### src/shared/pdc_pkg.sv
// package: register map, field layout and timing for the power-down controller
// ****************************************************************
// Functional notes
// - halt with select clear enters sleep
// - halt with select set enters software standby
// - standby wakes only on nmi, ext0-2, pin, power-on clear
// - low standby pin forces hardware standby
// - dram halts, refresh counter/ctl bits cleared
// - module halts independent of power-down modes
// - set halt bit stops and resets module
// - setting halt bit initialises module registers
// - three byte registers, resets 09, 78, 00
// - select bit stays set after wake
// - wake waits selected states, code 111 illegal
// - output keep bit picks hold or high-z
// ****************************************************************
package pdc_pkg;
  // register offsets, used as word indices on the bus
  localparam logic [19:0] ADDR_SYS_CTL = 20'hEE012;
  localparam logic [19:0] ADDR_HALT_HI = 20'hEE01C;
  localparam logic [19:0] ADDR_HALT_LO = 20'hEE01D;
  // offsets are not byte addresses but indices: byte address = 4 * index
  localparam logic [21:0] BYTE_SYS_CTL = {ADDR_SYS_CTL, 2'b00};
  localparam logic [21:0] BYTE_HALT_HI = {ADDR_HALT_HI, 2'b00};
  localparam logic [21:0] BYTE_HALT_LO = {ADDR_HALT_LO, 2'b00};
  localparam logic [7:0] RST_SYS_CTL = 8'h09;
  localparam logic [7:0] RST_HALT_HI = 8'h78;
  localparam logic [7:0] RST_HALT_LO = 8'h00;
  // field positions in system_control_reg
  localparam int SYS_SSEL_BIT = 7;
  localparam int SYS_WAIT_LSB = 4;
  localparam int SYS_KEEP_BIT = 1;
  localparam int SYS_INTERNAL_RAM_ENABLE_BIT = 0;
  // module_halt_reg_high: bit7 clock stop, 6..3 read as one
  localparam int HI_CLK_STOP_BIT = 7;
  localparam logic [7:0] HI_FIXED_ONES = 8'h78;
  localparam int NUM_MODULES = 16;
  localparam logic [2:0] WAIT_ILLEGAL = 3'h7;
  localparam int WAIT_CNT_W = 19;

  typedef enum logic [1:0] {MODE_RUN, MODE_SLEEP, MODE_SW_STANDBY_PIN_N, MODE_HW_STANDBY_PIN_N} pwr_mode_e;

  // wake sources from the interrupt side
  typedef struct packed {
    logic any_irq;
    logic nmi;
    logic [2:0] ext_irq;
  } wake_s;

  // per-mode outputs to the rest of the chip
  typedef struct packed {
    logic cpu_halt;
    logic clk_stop;
    logic periph_reset;
    logic regs_lost;
    logic io_hiz;
    logic bus_hiz;
    logic bus_ctl_high;
    logic clk_out_high;
    logic clk_out_hiz;
  } pwr_ctl_s;

  // states per wait code 0..6
  function automatic logic [WAIT_CNT_W-1:0] wait_states(input logic [2:0] code);
    case (code)
      3'h0: wait_states = 19'd8192;
      3'h1: wait_states = 19'd16384;
      3'h2: wait_states = 19'd32768;
      3'h3: wait_states = 19'd65536;
      3'h4: wait_states = 19'd131072;
      3'h5: wait_states = 19'd262144;
      3'h6: wait_states = 19'd1024;
      default: wait_states = 19'd8192;
    endcase
  endfunction : wait_states
endpackage : pdc_pkg

### src/verilog/power_down_mode_control.sv
// power-down mode controller with Avalon-MM register slave
`timescale 1ns/1ps
module power_down_mode_control
  import pdc_pkg::*;
(
  input wire logic i_clk,
  input wire logic i_sys_rst,
  // avalon-mm slave, byte address
  input wire logic [21:0] i_address,
  input wire logic i_read,
  input wire logic i_write,
  input wire logic [31:0] i_writedata,
  input wire logic [3:0] i_byteenable,
  output logic [31:0] o_readdata,
  output logic o_waitrequest,
  // cpu side, same clock
  input wire logic i_halt_instr,
  input wire wake_s i_wake,
  input wire logic i_port6_bit7_clk,
  // pins, asynchronous
  input wire logic i_standby_pin_n,
  input wire logic i_power_on_clear_n,
  // controls
  output pwr_mode_e o_mode,
  output pwr_ctl_s o_ctl,
  output logic [NUM_MODULES-1:0] o_module_halt,
  output logic [NUM_MODULES-1:0] o_module_init,
  output logic o_refresh_init,
  output logic o_internal_ram_enable
);
  typedef struct packed {
    logic [1:0] standby_pin_n_sync;
    logic [1:0] por_sync;
    pwr_mode_e mode;
    logic [7:0] sys_ctl;
    logic [7:0] halt_hi;
    logic [7:0] halt_lo;
    logic waking;
    logic ack;
    logic waitreq;
    logic [31:0] rdata;
    pwr_ctl_s ctl;
    logic [NUM_MODULES-1:0] mod_halt;
    logic [NUM_MODULES-1:0] mod_init;
    logic refresh_init;
  } state_s;
  state_s st;
  state_s next_st;

  logic tmr_busy;
  logic tmr_done;
  logic tmr_load;
  logic tmr_abort;
  logic [2:0] wait_code;
  logic standby_pin_n_low;
  logic por_low;
  logic [NUM_MODULES-1:0] halt_bits;
  logic [7:0] wbyte;
  logic hit_sys;
  logic hit_hi;
  logic hit_lo;
  logic wr_go;

  // ****************************************************************
  // pin synchronisers, only the second stage is read by logic
  // ****************************************************************
  assign standby_pin_n_low = ~st.standby_pin_n_sync[1];
  assign por_low = ~st.por_sync[1];

  assign wait_code = st.sys_ctl[SYS_WAIT_LSB +: 3];
  assign halt_bits = {st.halt_hi, st.halt_lo};

  // ****************************************************************
  // bus decode: each register sits in byte lane 0 at byte address 4 * index
  // ****************************************************************
  assign hit_sys = (i_address == BYTE_SYS_CTL);
  assign hit_hi = (i_address == BYTE_HALT_HI);
  assign hit_lo = (i_address == BYTE_HALT_LO);
  assign wbyte = i_writedata[7:0];
  // one wait cycle per access; the ack cycle completes it
  assign wr_go = i_write && st.ack && i_byteenable[0];

  // wake timer starts on an external wake out of software standby
  assign tmr_abort = standby_pin_n_low || por_low;
  assign tmr_load = (st.mode == MODE_SW_STANDBY_PIN_N) && !st.waking && !tmr_busy && !tmr_abort
    && (i_wake.nmi || (|i_wake.ext_irq));

  pdc_wake_timer #(
    .W(WAIT_CNT_W)
  ) u_wake_timer (
    .i_clk(i_clk),
    .i_sys_rst(i_sys_rst),
    .i_load(tmr_load),
    .i_abort(tmr_abort),
    .i_count(wait_states(wait_code)),
    .o_busy(tmr_busy),
    .o_done(tmr_done)
  );

  // ****************************************************************
  // next state
  // ****************************************************************
  always_comb begin
    next_st = st;
    next_st.standby_pin_n_sync = {st.standby_pin_n_sync[0], i_standby_pin_n};
    next_st.por_sync = {st.por_sync[0], i_power_on_clear_n};
    next_st.ack = (i_read || i_write) && !st.ack;
    // waitrequest idles high so it can come straight from a flop
    next_st.waitreq = !next_st.ack;
    next_st.mod_init = '0;
    next_st.refresh_init = 1'b0;

    // register reads stand with the ack cycle
    if ((i_read || i_write) && !st.ack) begin
      next_st.rdata = 32'h0000_0000;
      if (hit_sys) begin
        next_st.rdata[7:0] = st.sys_ctl;
      end else if (hit_hi) begin
        next_st.rdata[7:0] = st.halt_hi | HI_FIXED_ONES;
      end else if (hit_lo) begin
        next_st.rdata[7:0] = st.halt_lo;
      end
    end

    // register writes; the standby select bit changes only by write, by system reset or by the power-on clear and standby pin resets
    if (wr_go) begin
      if (hit_sys) begin
        next_st.sys_ctl = wbyte;
      end
      if (hit_hi) begin
        next_st.halt_hi = wbyte | HI_FIXED_ONES;
      end
      if (hit_lo) begin
        next_st.halt_lo = wbyte;
      end
    end

    // rising halt bits reinitialise their modules
    // clock stop bit is not a module, so it never pulses an init
    next_st.mod_init = {next_st.halt_hi, next_st.halt_lo} & ~halt_bits & 16'h07FF;
    // dram interface sits at low bit 5
    if (next_st.mod_init[5]) begin
      next_st.refresh_init = 1'b1;
    end

    // mode sequencing
    case (st.mode)
      MODE_RUN: begin
        if (i_halt_instr) begin
          if (st.sys_ctl[SYS_SSEL_BIT]) begin
            next_st.mode = MODE_SW_STANDBY_PIN_N;
            next_st.refresh_init = 1'b1;
          end else begin
            next_st.mode = MODE_SLEEP;
          end
        end
      end
      MODE_SLEEP: begin
        if (i_wake.any_irq || i_wake.nmi || (|i_wake.ext_irq)) begin
          next_st.mode = MODE_RUN;
        end
      end
      MODE_SW_STANDBY_PIN_N: begin
        if (tmr_load) begin
          next_st.waking = 1'b1;
        end
        if (tmr_done) begin
          next_st.mode = MODE_RUN;
          next_st.waking = 1'b0;
        end
      end
      MODE_HW_STANDBY_PIN_N: begin
        if (!standby_pin_n_low) begin
          next_st.mode = MODE_RUN;
        end
      end
      default: begin
        next_st.mode = MODE_RUN;
      end
    endcase

    // power-on clear and standby pin win over everything
    if (por_low && !standby_pin_n_low) begin
      next_st.mode = MODE_RUN;
      next_st.waking = 1'b0;
      next_st.sys_ctl = RST_SYS_CTL;
      next_st.halt_hi = RST_HALT_HI;
      next_st.halt_lo = RST_HALT_LO;
    end
    if (standby_pin_n_low) begin
      next_st.mode = MODE_HW_STANDBY_PIN_N;
      next_st.waking = 1'b0;
      next_st.sys_ctl = RST_SYS_CTL;
      next_st.halt_hi = RST_HALT_HI;
      next_st.halt_lo = RST_HALT_LO;
      next_st.mod_init = '0;
    end

    // halts follow bits in every mode, cpu keeps running
    next_st.mod_halt = {5'b00000, next_st.halt_hi[2:0], next_st.halt_lo};

    // per-mode controls
    next_st.ctl = '0;
    case (next_st.mode)
      MODE_SLEEP: begin
        next_st.ctl.cpu_halt = 1'b1;
      end
      MODE_SW_STANDBY_PIN_N: begin
        next_st.ctl.cpu_halt = 1'b1;
        next_st.ctl.clk_stop = 1'b1;
        next_st.ctl.periph_reset = 1'b1;
        next_st.ctl.clk_out_high = i_port6_bit7_clk;
        next_st.ctl.bus_hiz = !next_st.sys_ctl[SYS_KEEP_BIT];
        next_st.ctl.bus_ctl_high = next_st.sys_ctl[SYS_KEEP_BIT];
      end
      MODE_HW_STANDBY_PIN_N: begin
        next_st.ctl.cpu_halt = 1'b1;
        next_st.ctl.clk_stop = 1'b1;
        next_st.ctl.periph_reset = 1'b1;
        next_st.ctl.regs_lost = 1'b1;
        next_st.ctl.io_hiz = 1'b1;
        next_st.ctl.bus_hiz = 1'b1;
        next_st.ctl.clk_out_hiz = i_port6_bit7_clk;
      end
      default: begin
        next_st.ctl = '0;
      end
    endcase
  end

  // ****************************************************************
  // state register
  // ****************************************************************
  always_ff @(posedge i_clk) begin
    if (i_sys_rst) begin
      st <= '0;
      st.waitreq <= 1'b1;
      st.standby_pin_n_sync <= 2'b11;
      st.por_sync <= 2'b11;
      st.mode <= MODE_RUN;
      st.sys_ctl <= RST_SYS_CTL;
      st.halt_hi <= RST_HALT_HI;
      st.halt_lo <= RST_HALT_LO;
    end else begin
      st <= next_st;
    end
  end

  // ****************************************************************
  // outputs, all from flops
  // ****************************************************************
  assign o_readdata = st.rdata;
  assign o_waitrequest = st.waitreq;
  assign o_mode = st.mode;
  assign o_ctl = st.ctl;
  assign o_module_halt = st.mod_halt;
  assign o_module_init = st.mod_init;
  assign o_refresh_init = st.refresh_init;
  // software clears this before pulling the standby pin
  assign o_internal_ram_enable = st.sys_ctl[SYS_INTERNAL_RAM_ENABLE_BIT];
endmodule : power_down_mode_control

### src/verilog/pdc_wake_timer.sv
// wake settle timer: counts a loaded number of states down to zero
`timescale 1ns/1ps
module pdc_wake_timer
  import pdc_pkg::*;
#(
  parameter int W = WAIT_CNT_W
) (
  input wire logic i_clk,
  input wire logic i_sys_rst,
  input wire logic i_load,
  input wire logic i_abort,
  input wire logic [W-1:0] i_count,
  output logic o_busy,
  output logic o_done
);
  typedef struct packed {
    logic [W-1:0] cnt;
    logic busy;
    logic done;
  } tmr_s;
  tmr_s st;
  tmr_s next_st;

  // ****************************************************************
  // countdown
  // ****************************************************************
  always_comb begin
    next_st = st;
    next_st.done = 1'b0;
    if (i_abort) begin
      next_st.busy = 1'b0;
    end else if (i_load) begin
      next_st.cnt = i_count - W'(1);
      next_st.busy = 1'b1;
    end else if (st.busy) begin
      if (st.cnt == '0) begin
        next_st.busy = 1'b0;
        next_st.done = 1'b1; // pulse after i_count states
      end else begin
        next_st.cnt = st.cnt - W'(1);
      end
    end
  end

  always_ff @(posedge i_clk) begin
    if (i_sys_rst) begin
      st <= '0;
    end else begin
      st <= next_st;
    end
  end

  assign o_busy = st.busy;
  assign o_done = st.done;
endmodule : pdc_wake_timer

### config.mk
export PLATFORM = sky130hd
export DESIGN_NAME = power_down_mode_control
export DESIGN_NICKNAME = d
export VERILOG_FILES = /design/src/shared/pdc_pkg.sv /design/src/verilog/power_down_mode_control.sv /design/src/verilog/pdc_wake_timer.sv
export SDC_FILE = /design/constraint.sdc
export NUM_CORES = 1
export LEC_CHECK = 0
export ABC_AREA = 1
export BUFFER_PORTS_ARGS = -buffer_cell sky130_fd_sc_hd__buf_2
export CAP_MARGIN = 20
export CELL_PAD_IN_SITES_DETAIL_PLACEMENT = 0
export CELL_PAD_IN_SITES_GLOBAL_PLACEMENT = 1
export CORE_UTILIZATION = 35
export CTS_CLUSTER_DIAMETER = 100
export DETAILED_ROUTE_END_ITERATION = 6
export PLACE_DENSITY_LB_ADDON = 0.1
export REMOVE_ABC_BUFFERS = 1
export SYNTH_ARGS = -nofsm -noshare
export SYNTH_HDL_FRONTEND = slang
export SYNTH_SLANG_ARGS = --single-unit
### constraint.sdc
create_clock -name i_clk -period 1.7 [get_ports i_clk]
set_input_delay 0.51 -clock i_clk [delete_from_list [all_inputs] [get_ports i_clk]]
set_output_delay 0.51 -clock i_clk [all_outputs]
set_load 0.1 [all_outputs]
# [After elaboration in Yosys (flattened, before gate mapping)]
# Index checks and enable logic that the tools add are counted.
[totals] reg_bits=104 out_inout_bits=78 elab_cells=120
[op_classes] n_addsub=2 eq_ne=16 mux=30 bitwise_logic=8 reduce_logical=35
[op_table] op="$pmux 19 s6" count=1
[op_table] op="$eq 22x22->1 const B" count=3
[op_table] op="$mux 27" count=2
[op_table] op="$mux 8" count=6
[op_table] op="$sub 19x1->19 const B" count=2
[op_table] op="$mux 24" count=1
[op_table] op="$mux 21" count=1
[op_table] op="$mux 20" count=1
[op_table] op="$logic_not 19->1" count=1
[op_table] op="$mux 19" count=1
[op_table] op="$mux 2" count=7
[op_table] op="$and 11x11->11" count=1
[op_table] op="$not 11->11" count=1
[op_table] op="$reduce_or 2->1" count=5
[op_table] op="$eq 3x3->1 const B" count=3
[op_table] op="$reduce_or 3->1" count=3
[op_table] op="$eq 2x2->1 const B" count=4
[op_table] op="$logic_and 1x1->1" count=8
[op_table] op="$mux 1" count=8
[op_table] op="$pmux 2 s4" count=1
[op_table] op="$eq 3x2->1 const B" count=2
[op_table] op="$logic_not 1->1" count=6
[op_table] op="$not 1->1" count=6
[op_table] op="$logic_or 1x1->1" count=5
[op_table] op="9 further kinds" count=12

# [Longest topological paths before layout]
[logic_depth] word_depth=13 depth_mapped=11 ltp_nobuf=10

# [Modules after synthesis]
# Synthesis repeated with hierarchy kept, for this count alone.
[hier_totals] hier_cells=785 area_unflattened_um2=5053.6
[modules_own_cells] mod="power_down_mode_control" n_inst=1 cells_per_inst=421 area_per_inst_um2=3085.5 seq_area_each_um2=1121.1
[modules_own_cells] mod="pdc_wake_timer" n_inst=1 cells_per_inst=364 area_per_inst_um2=1968.1 seq_area_each_um2=420.4

# [Worst setup path before layout]
# Ideal clock, no wire load.
[synth_timing] path_type="input to register" startpoint="input port i_address[0]" endpoint="register st, in the netlist o_internal_ram_enable" setup_ns=0.125 arrival_time_ns=1.455 t_required_ns=1.575 setup_slack_ns=0.120 stages=9 path_cell_list="inv_1 -> nand2_1 -> nor2_1 -> inv_1 -> nor2_1 -> buf_2 -> nand3_2 -> a21oi_1 -> o21ai_0"
[synth_between] elab_chain_len=2
[synth_rtl] element="from (decl)" line="power_down_mode_control.sv:9" source="input wire logic [21:0] i_address,"
[synth_rtl] element="$eq 22x22->1" line="power_down_mode_control.sv:76" source="assign hit_sys = (i_address == BYTE_SYS_CTL);"
[synth_rtl] element="$reduce_and 2->1 (no line)"
[synth_rtl] element="to (signal assigned)" line="power_down_mode_control.sv:245" source="st <= next_st;"
[synth_rtl] element="to (decl)" line="power_down_mode_control.sv:47" source="state_s st;"
# Every way passes these cells.
# A chain may end at the register's enable or synchronous reset.

==> flow_summary.html <==
<table>
<tr><th>Metric</th><th>Value</th></tr>
<tr><th colspan="2">Status</th></tr>
<tr><td>Result of the run</td><td>finished, final reports clean</td></tr>
<tr><th colspan="2">STA</th></tr>
<tr><td>Final Hold Violating Endpoints</td><td>0</td></tr>
<tr><td>Crit share post-route</td><td>0.9790</td></tr>
<tr><td>Hold WS</td><td>0.3484 ns</td></tr>
<tr><td>Fmax</td><td>roughly 600 MHz</td></tr>
<tr><td>Setup repair after global routing missed its margin</td><td>true</td></tr>
<tr><td>Number of max-slew violations in the final report</td><td>0</td></tr>
<tr><td>Setup violators final</td><td>0</td></tr>
<tr><td>Max Clock Skew</td><td>0.008920 ns</td></tr>
<tr><td>Final critical path time including I/O delays and setup</td><td>1.664 ns</td></tr>
<tr><th colspan="2">Floorplanning</th></tr>
<tr><td>Boundary pin count</td><td>149</td></tr>
<tr><td>Core outline area</td><td>about 0.012 mm^2</td></tr>
<tr><td>Initial Util</td><td>0.3604</td></tr>
<tr><td>Chip Width</td><td>113.4 um</td></tr>
<tr><td>Vertical extent of the die</td><td>between 100 and 150 um</td></tr>
<tr><td>Area of the die</td><td>0.01287 mm^2</td></tr>
<tr><td>Site Rows</td><td>40</td></tr>
<tr><th colspan="2">Layout</th></tr>
<tr><td>Count of antenna diodes in the layout</td><td>0</td></tr>
<tr><td>Share of layout cells above drive strength 1</td><td>0.2401</td></tr>
<tr><td>Fillers</td><td>~1,300</td></tr>
<tr><td>Net count reported at finish</td><td>822</td></tr>
<tr><td>Post-synthesis to final-layout area growth</td><td>20.55%</td></tr>
<tr><td>Leading cell type in the layout, fill and taps excluded</td><td>nand2_1</td></tr>
<tr><td>Highest-count cells in the layout ignoring fill and taps</td><td>nand2_1, nor2_1, buf_2, dfxtp_1, inv_1</td></tr>
<tr><td>Non-Filler Instances</td><td>922</td></tr>
<tr><td>Post-Layout Inst Area</td><td>approximately 0.0052 mm^2</td></tr>
<tr><th colspan="2">Global routing</th></tr>
<tr><td>Total congestion overflow after global routing</td><td>0</td></tr>
<tr><td>Largest net degree at the start of global routing</td><td>20</td></tr>
<tr><td>Via count of the first global-routing pass</td><td>3,782</td></tr>
<tr><td>Antenna violations before repair</td><td>0</td></tr>
<tr><td>Global routing usage summed across all routing layers</td><td>0.1779</td></tr>
<tr><td>Global-route wire length before repair</td><td>~18 mm</td></tr>
<tr><th colspan="2">CTS</th></tr>
<tr><td>CTS root buffer</td><td>clkbuf_16</td></tr>
<tr><td>Sink Count</td><td>77</td></tr>
<tr><td>CTS H-tree depth</td><td>3</td></tr>
<tr><td>Insertion delay of the later-clocked pin in the worst-skew pair</td><td>approximately 0.35 ns</td></tr>
<tr><td>Inserted Clock Buffers</td><td>9</td></tr>
<tr><td>TritonCTS clock tree</td><td>yes</td></tr>
<tr><td>CTS Buffer Depth</td><td>2</td></tr>
<tr><td>CTS clk-pin slew, worst paths</td><td>0.07 ns</td></tr>
<tr><td>Number of hold buffers added after CTS</td><td>0</td></tr>
<tr><th colspan="2">Worst setup path</th></tr>
<tr><td>Critical path endpoint category</td><td>output pin</td></tr>
<tr><td>R2R Path End</td><td>u_wake_timer.st[20]</td></tr>
<tr><td>Register-to-Register Setup Slack</td><td>0.14 ns</td></tr>
<tr><td>R2R cell count</td><td>10</td></tr>
<tr><td>Cell Chain, Critical Path</td><td>buf_2</td></tr>
<tr><td>Worst Setup Path Type</td><td>flop to output pin</td></tr>
<tr><td>Library cell contributing the largest single delay on the critical path</td><td>buf_2</td></tr>
<tr><td>Data required, critical path</td><td>1.19 ns</td></tr>
<tr><td>CP top delay family</td><td>buffers and inverters</td></tr>
<tr><td>CP startpoint</td><td>halt_bits[3]</td></tr>
<tr><td>Worst path arrival time</td><td>1.15 ns</td></tr>
<tr><td>Startpoint of the worst register-to-register path</td><td>o_mode[0]</td></tr>
<tr><td>Sort of element at the start of the critical path</td><td>flop</td></tr>
<tr><td>Critical path fanouts, max</td><td>3</td></tr>
<tr><td>Max stage delay on crit path</td><td>0.44 ns</td></tr>
<tr><td>Crit path buf inv count</td><td>1</td></tr>
<tr><th colspan="2">Route</th></tr>
<tr><td>Count of vias placed by the detailed router</td><td>4,052</td></tr>
<tr><td>First-pass detailed-route iteration total</td><td>4</td></tr>
<tr><td>Remaining antenna violation count</td><td>0</td></tr>
<tr><td>Wire length per cell after detailed routing</td><td>11.90 um</td></tr>
<tr><td>DR vias/cell</td><td>4.395</td></tr>
<tr><td>DR DRC count</td><td>0</td></tr>
<tr><td>Post-Route WL</td><td>10.97 mm</td></tr>
<tr><td>Initial detailed-routing violation count</td><td>124</td></tr>
<tr><th colspan="2">Placed design</th></tr>
<tr><td>Cells after DPL</td><td>901</td></tr>
<tr><td>Count of port buffers added during placement</td><td>87</td></tr>
<tr><td>Final HPWL from detailed placement</td><td>8.289 mm</td></tr>
<tr><td>Gpl congestion</td><td>0.8051</td></tr>
<tr><td>Post-detailed-placement cell area</td><td>0.004805 mm^2</td></tr>
<tr><th colspan="2">Worst hold path</th></tr>
<tr><td>Worst hold-check path type</td><td>input port to flop</td></tr>
<tr><td>Worst hold endpoint</td><td>next_st[104]</td></tr>
<tr><td>Startpoint of the tightest hold check path</td><td>i_power_on_clear_n</td></tr>
<tr><td>Worst Hold Depth</td><td>2</td></tr>
<tr><th colspan="2">Job</th></tr>
<tr><td>Count of maximum capacitance violations</td><td>0</td></tr>
<tr><th colspan="2">Pwr</th></tr>
<tr><td>Cell leakage power</td><td>2.770 nW</td></tr>
<tr><td>Pwr Density</td><td>933.1 mW/mm^2</td></tr>
<tr><td>Final total power</td><td>~0.0049 W</td></tr>
<tr><td>IR drop worst, VDD</td><td>about 520 uV</td></tr>
<tr><th colspan="2">Yosys</th></tr>
<tr><td>Synth Cell Area</td><td>0.004347 mm^2</td></tr>
<tr><td>Gate count of the mapped netlist</td><td>657</td></tr>
<tr><td>Register bit count reported by yosys</td><td>77</td></tr>
<tr><td>Proportion of synthesized chip area in sequential cells</td><td>0.3546</td></tr>
<tr><td>Number of unique standard cell types used by synthesis</td><td>31</td></tr>
<tr><td>Synthesis warning total</td><td>0</td></tr>
<tr><td>Area contributors post-synth</td><td>dfxtp_1, nand2_1, buf_4</td></tr>
<tr><td>Share of Yosys cell area claimed by the top area cell type</td><td>0.3546</td></tr>
<tr><td>Library cell with the largest summed area after synthesis</td><td>dfxtp_1</td></tr>
<tr><td>Average footprint of a synthesized cell</td><td>6.616 um^2</td></tr>
</table>
what timing repair did:
action / in CTS / in global routing
setup endpoints to repair: 5 / 24
setup buffers: 0 / 3
gates resized for setup: 5 / 20
gates cloned: 0 / 2
pin swaps: 0 / 4
synth_stat cells:
cell type and instances:
buf_4 76, nor2_1 108, nand4_1 10, or2_2 5, o31ai_1 1, clkinv_1 2, dfxtp_1 77, a21oi_2 1
o21ai_0 31, o21bai_1 2, ha_1 2, conb_1 1, nand2_1 156, clkbuf_8 1, a21oi_1 16, nor4_1 1
a31oi_1 7, buf_2 5, clkbuf_1 3, nand3_1 42, xor2_1 5, nor2_4 1, o211ai_1 2, buf_8 1
nor3_1 12, buf_6 1, nand3_2 2, nor2_2 9, nand2_2 3, inv_1 73, nand2_4 1
routing by layer:
metal | part of all wire | GRT usage | routed length (um) | up-vias
met2 | 0.48 | 0.2896 | 5236 | 74
met1 | 0.47 | 0.2274 | 5154 | 1834
met5 | 0 | 0 | 0 | -
li1 | - | - | - | 2134
met4 | 0.017 | 0.07368 | 183 | 0
met3 | 0.036 | 0.04038 | 398 | 10
how the worst max path moves through the flow:
stage          cells past startpoint                    end
6_report                           1       o_module_halt[3]
3_5_place_dp                      12               o_ctl[3]
5_1_grt                           10    u_wake_timer.st[20]
3_3_place_gp                      12               o_ctl[3]
2_1_floorplan                      9    u_wake_timer.st[20]
4_1_cts                            1  o_internal_ram_enable
power by group:
| part | internal (W) | switching, W |
|---|---|---|
| registers | 0.00183 | 0.0000178 |
| clock network | 0.00118 | 0.000868 |
| logic | 0.000238 | 0.000757 |
kinds of logic (layout without fill, tap and decap cells):
logic type | count (synthesis) | count (layout) | share of synthesized area
AND/OR/NAND/NOR | 350 | 352 | 0.3402
buffers and inverters | 162 | 224 | 0.2136
flip-flops | 77 | 77 | 0.3546
AO/OA/AOI/OAI | 60 | 60 | 0.07484
XOR/XNOR | 5 | 5 | 0.01007
adder cells (fa/ha/maj) | 2 | 2 | 0.005756
other | 1 | 34 | 0.0008627
cell type report:
class                      instances  area (um^2)  area share
timing repair buffer             133        825.8      0.1576
sequential                        77         1543      0.2944
clock inverter                     7        90.09     0.01719
inverter                          75        281.5     0.05372
tap                              168        210.2     0.04011
clock buffer                       9        225.2     0.04298
multi-input combinational        453         2064      0.3940
registers in the layout (all words and copies together), names as in the netlist, 2 cells and up:
signal / cells
o_module_init: 11
o_readdata: 8
u_wake_timer.st: 19
halt_bits: 11
next_st: 2
o_ctl: 7
o_mode: 2
st: 11
through the flow:
stage	utilization	setup TNS, ns	setup WS [ns]
after floorplan	-	-10.69	-0.3692
after global placement	0.3983	-3.134	-0.1354
after detailed placement	0.3983	-4.035	-0.1442
after CTS	0.4255	0	0.001663
after global routing	0.4344	-0.04956	-0.02755
final	0.4344	0	0.03567
(Power assumes the default switching activity.)
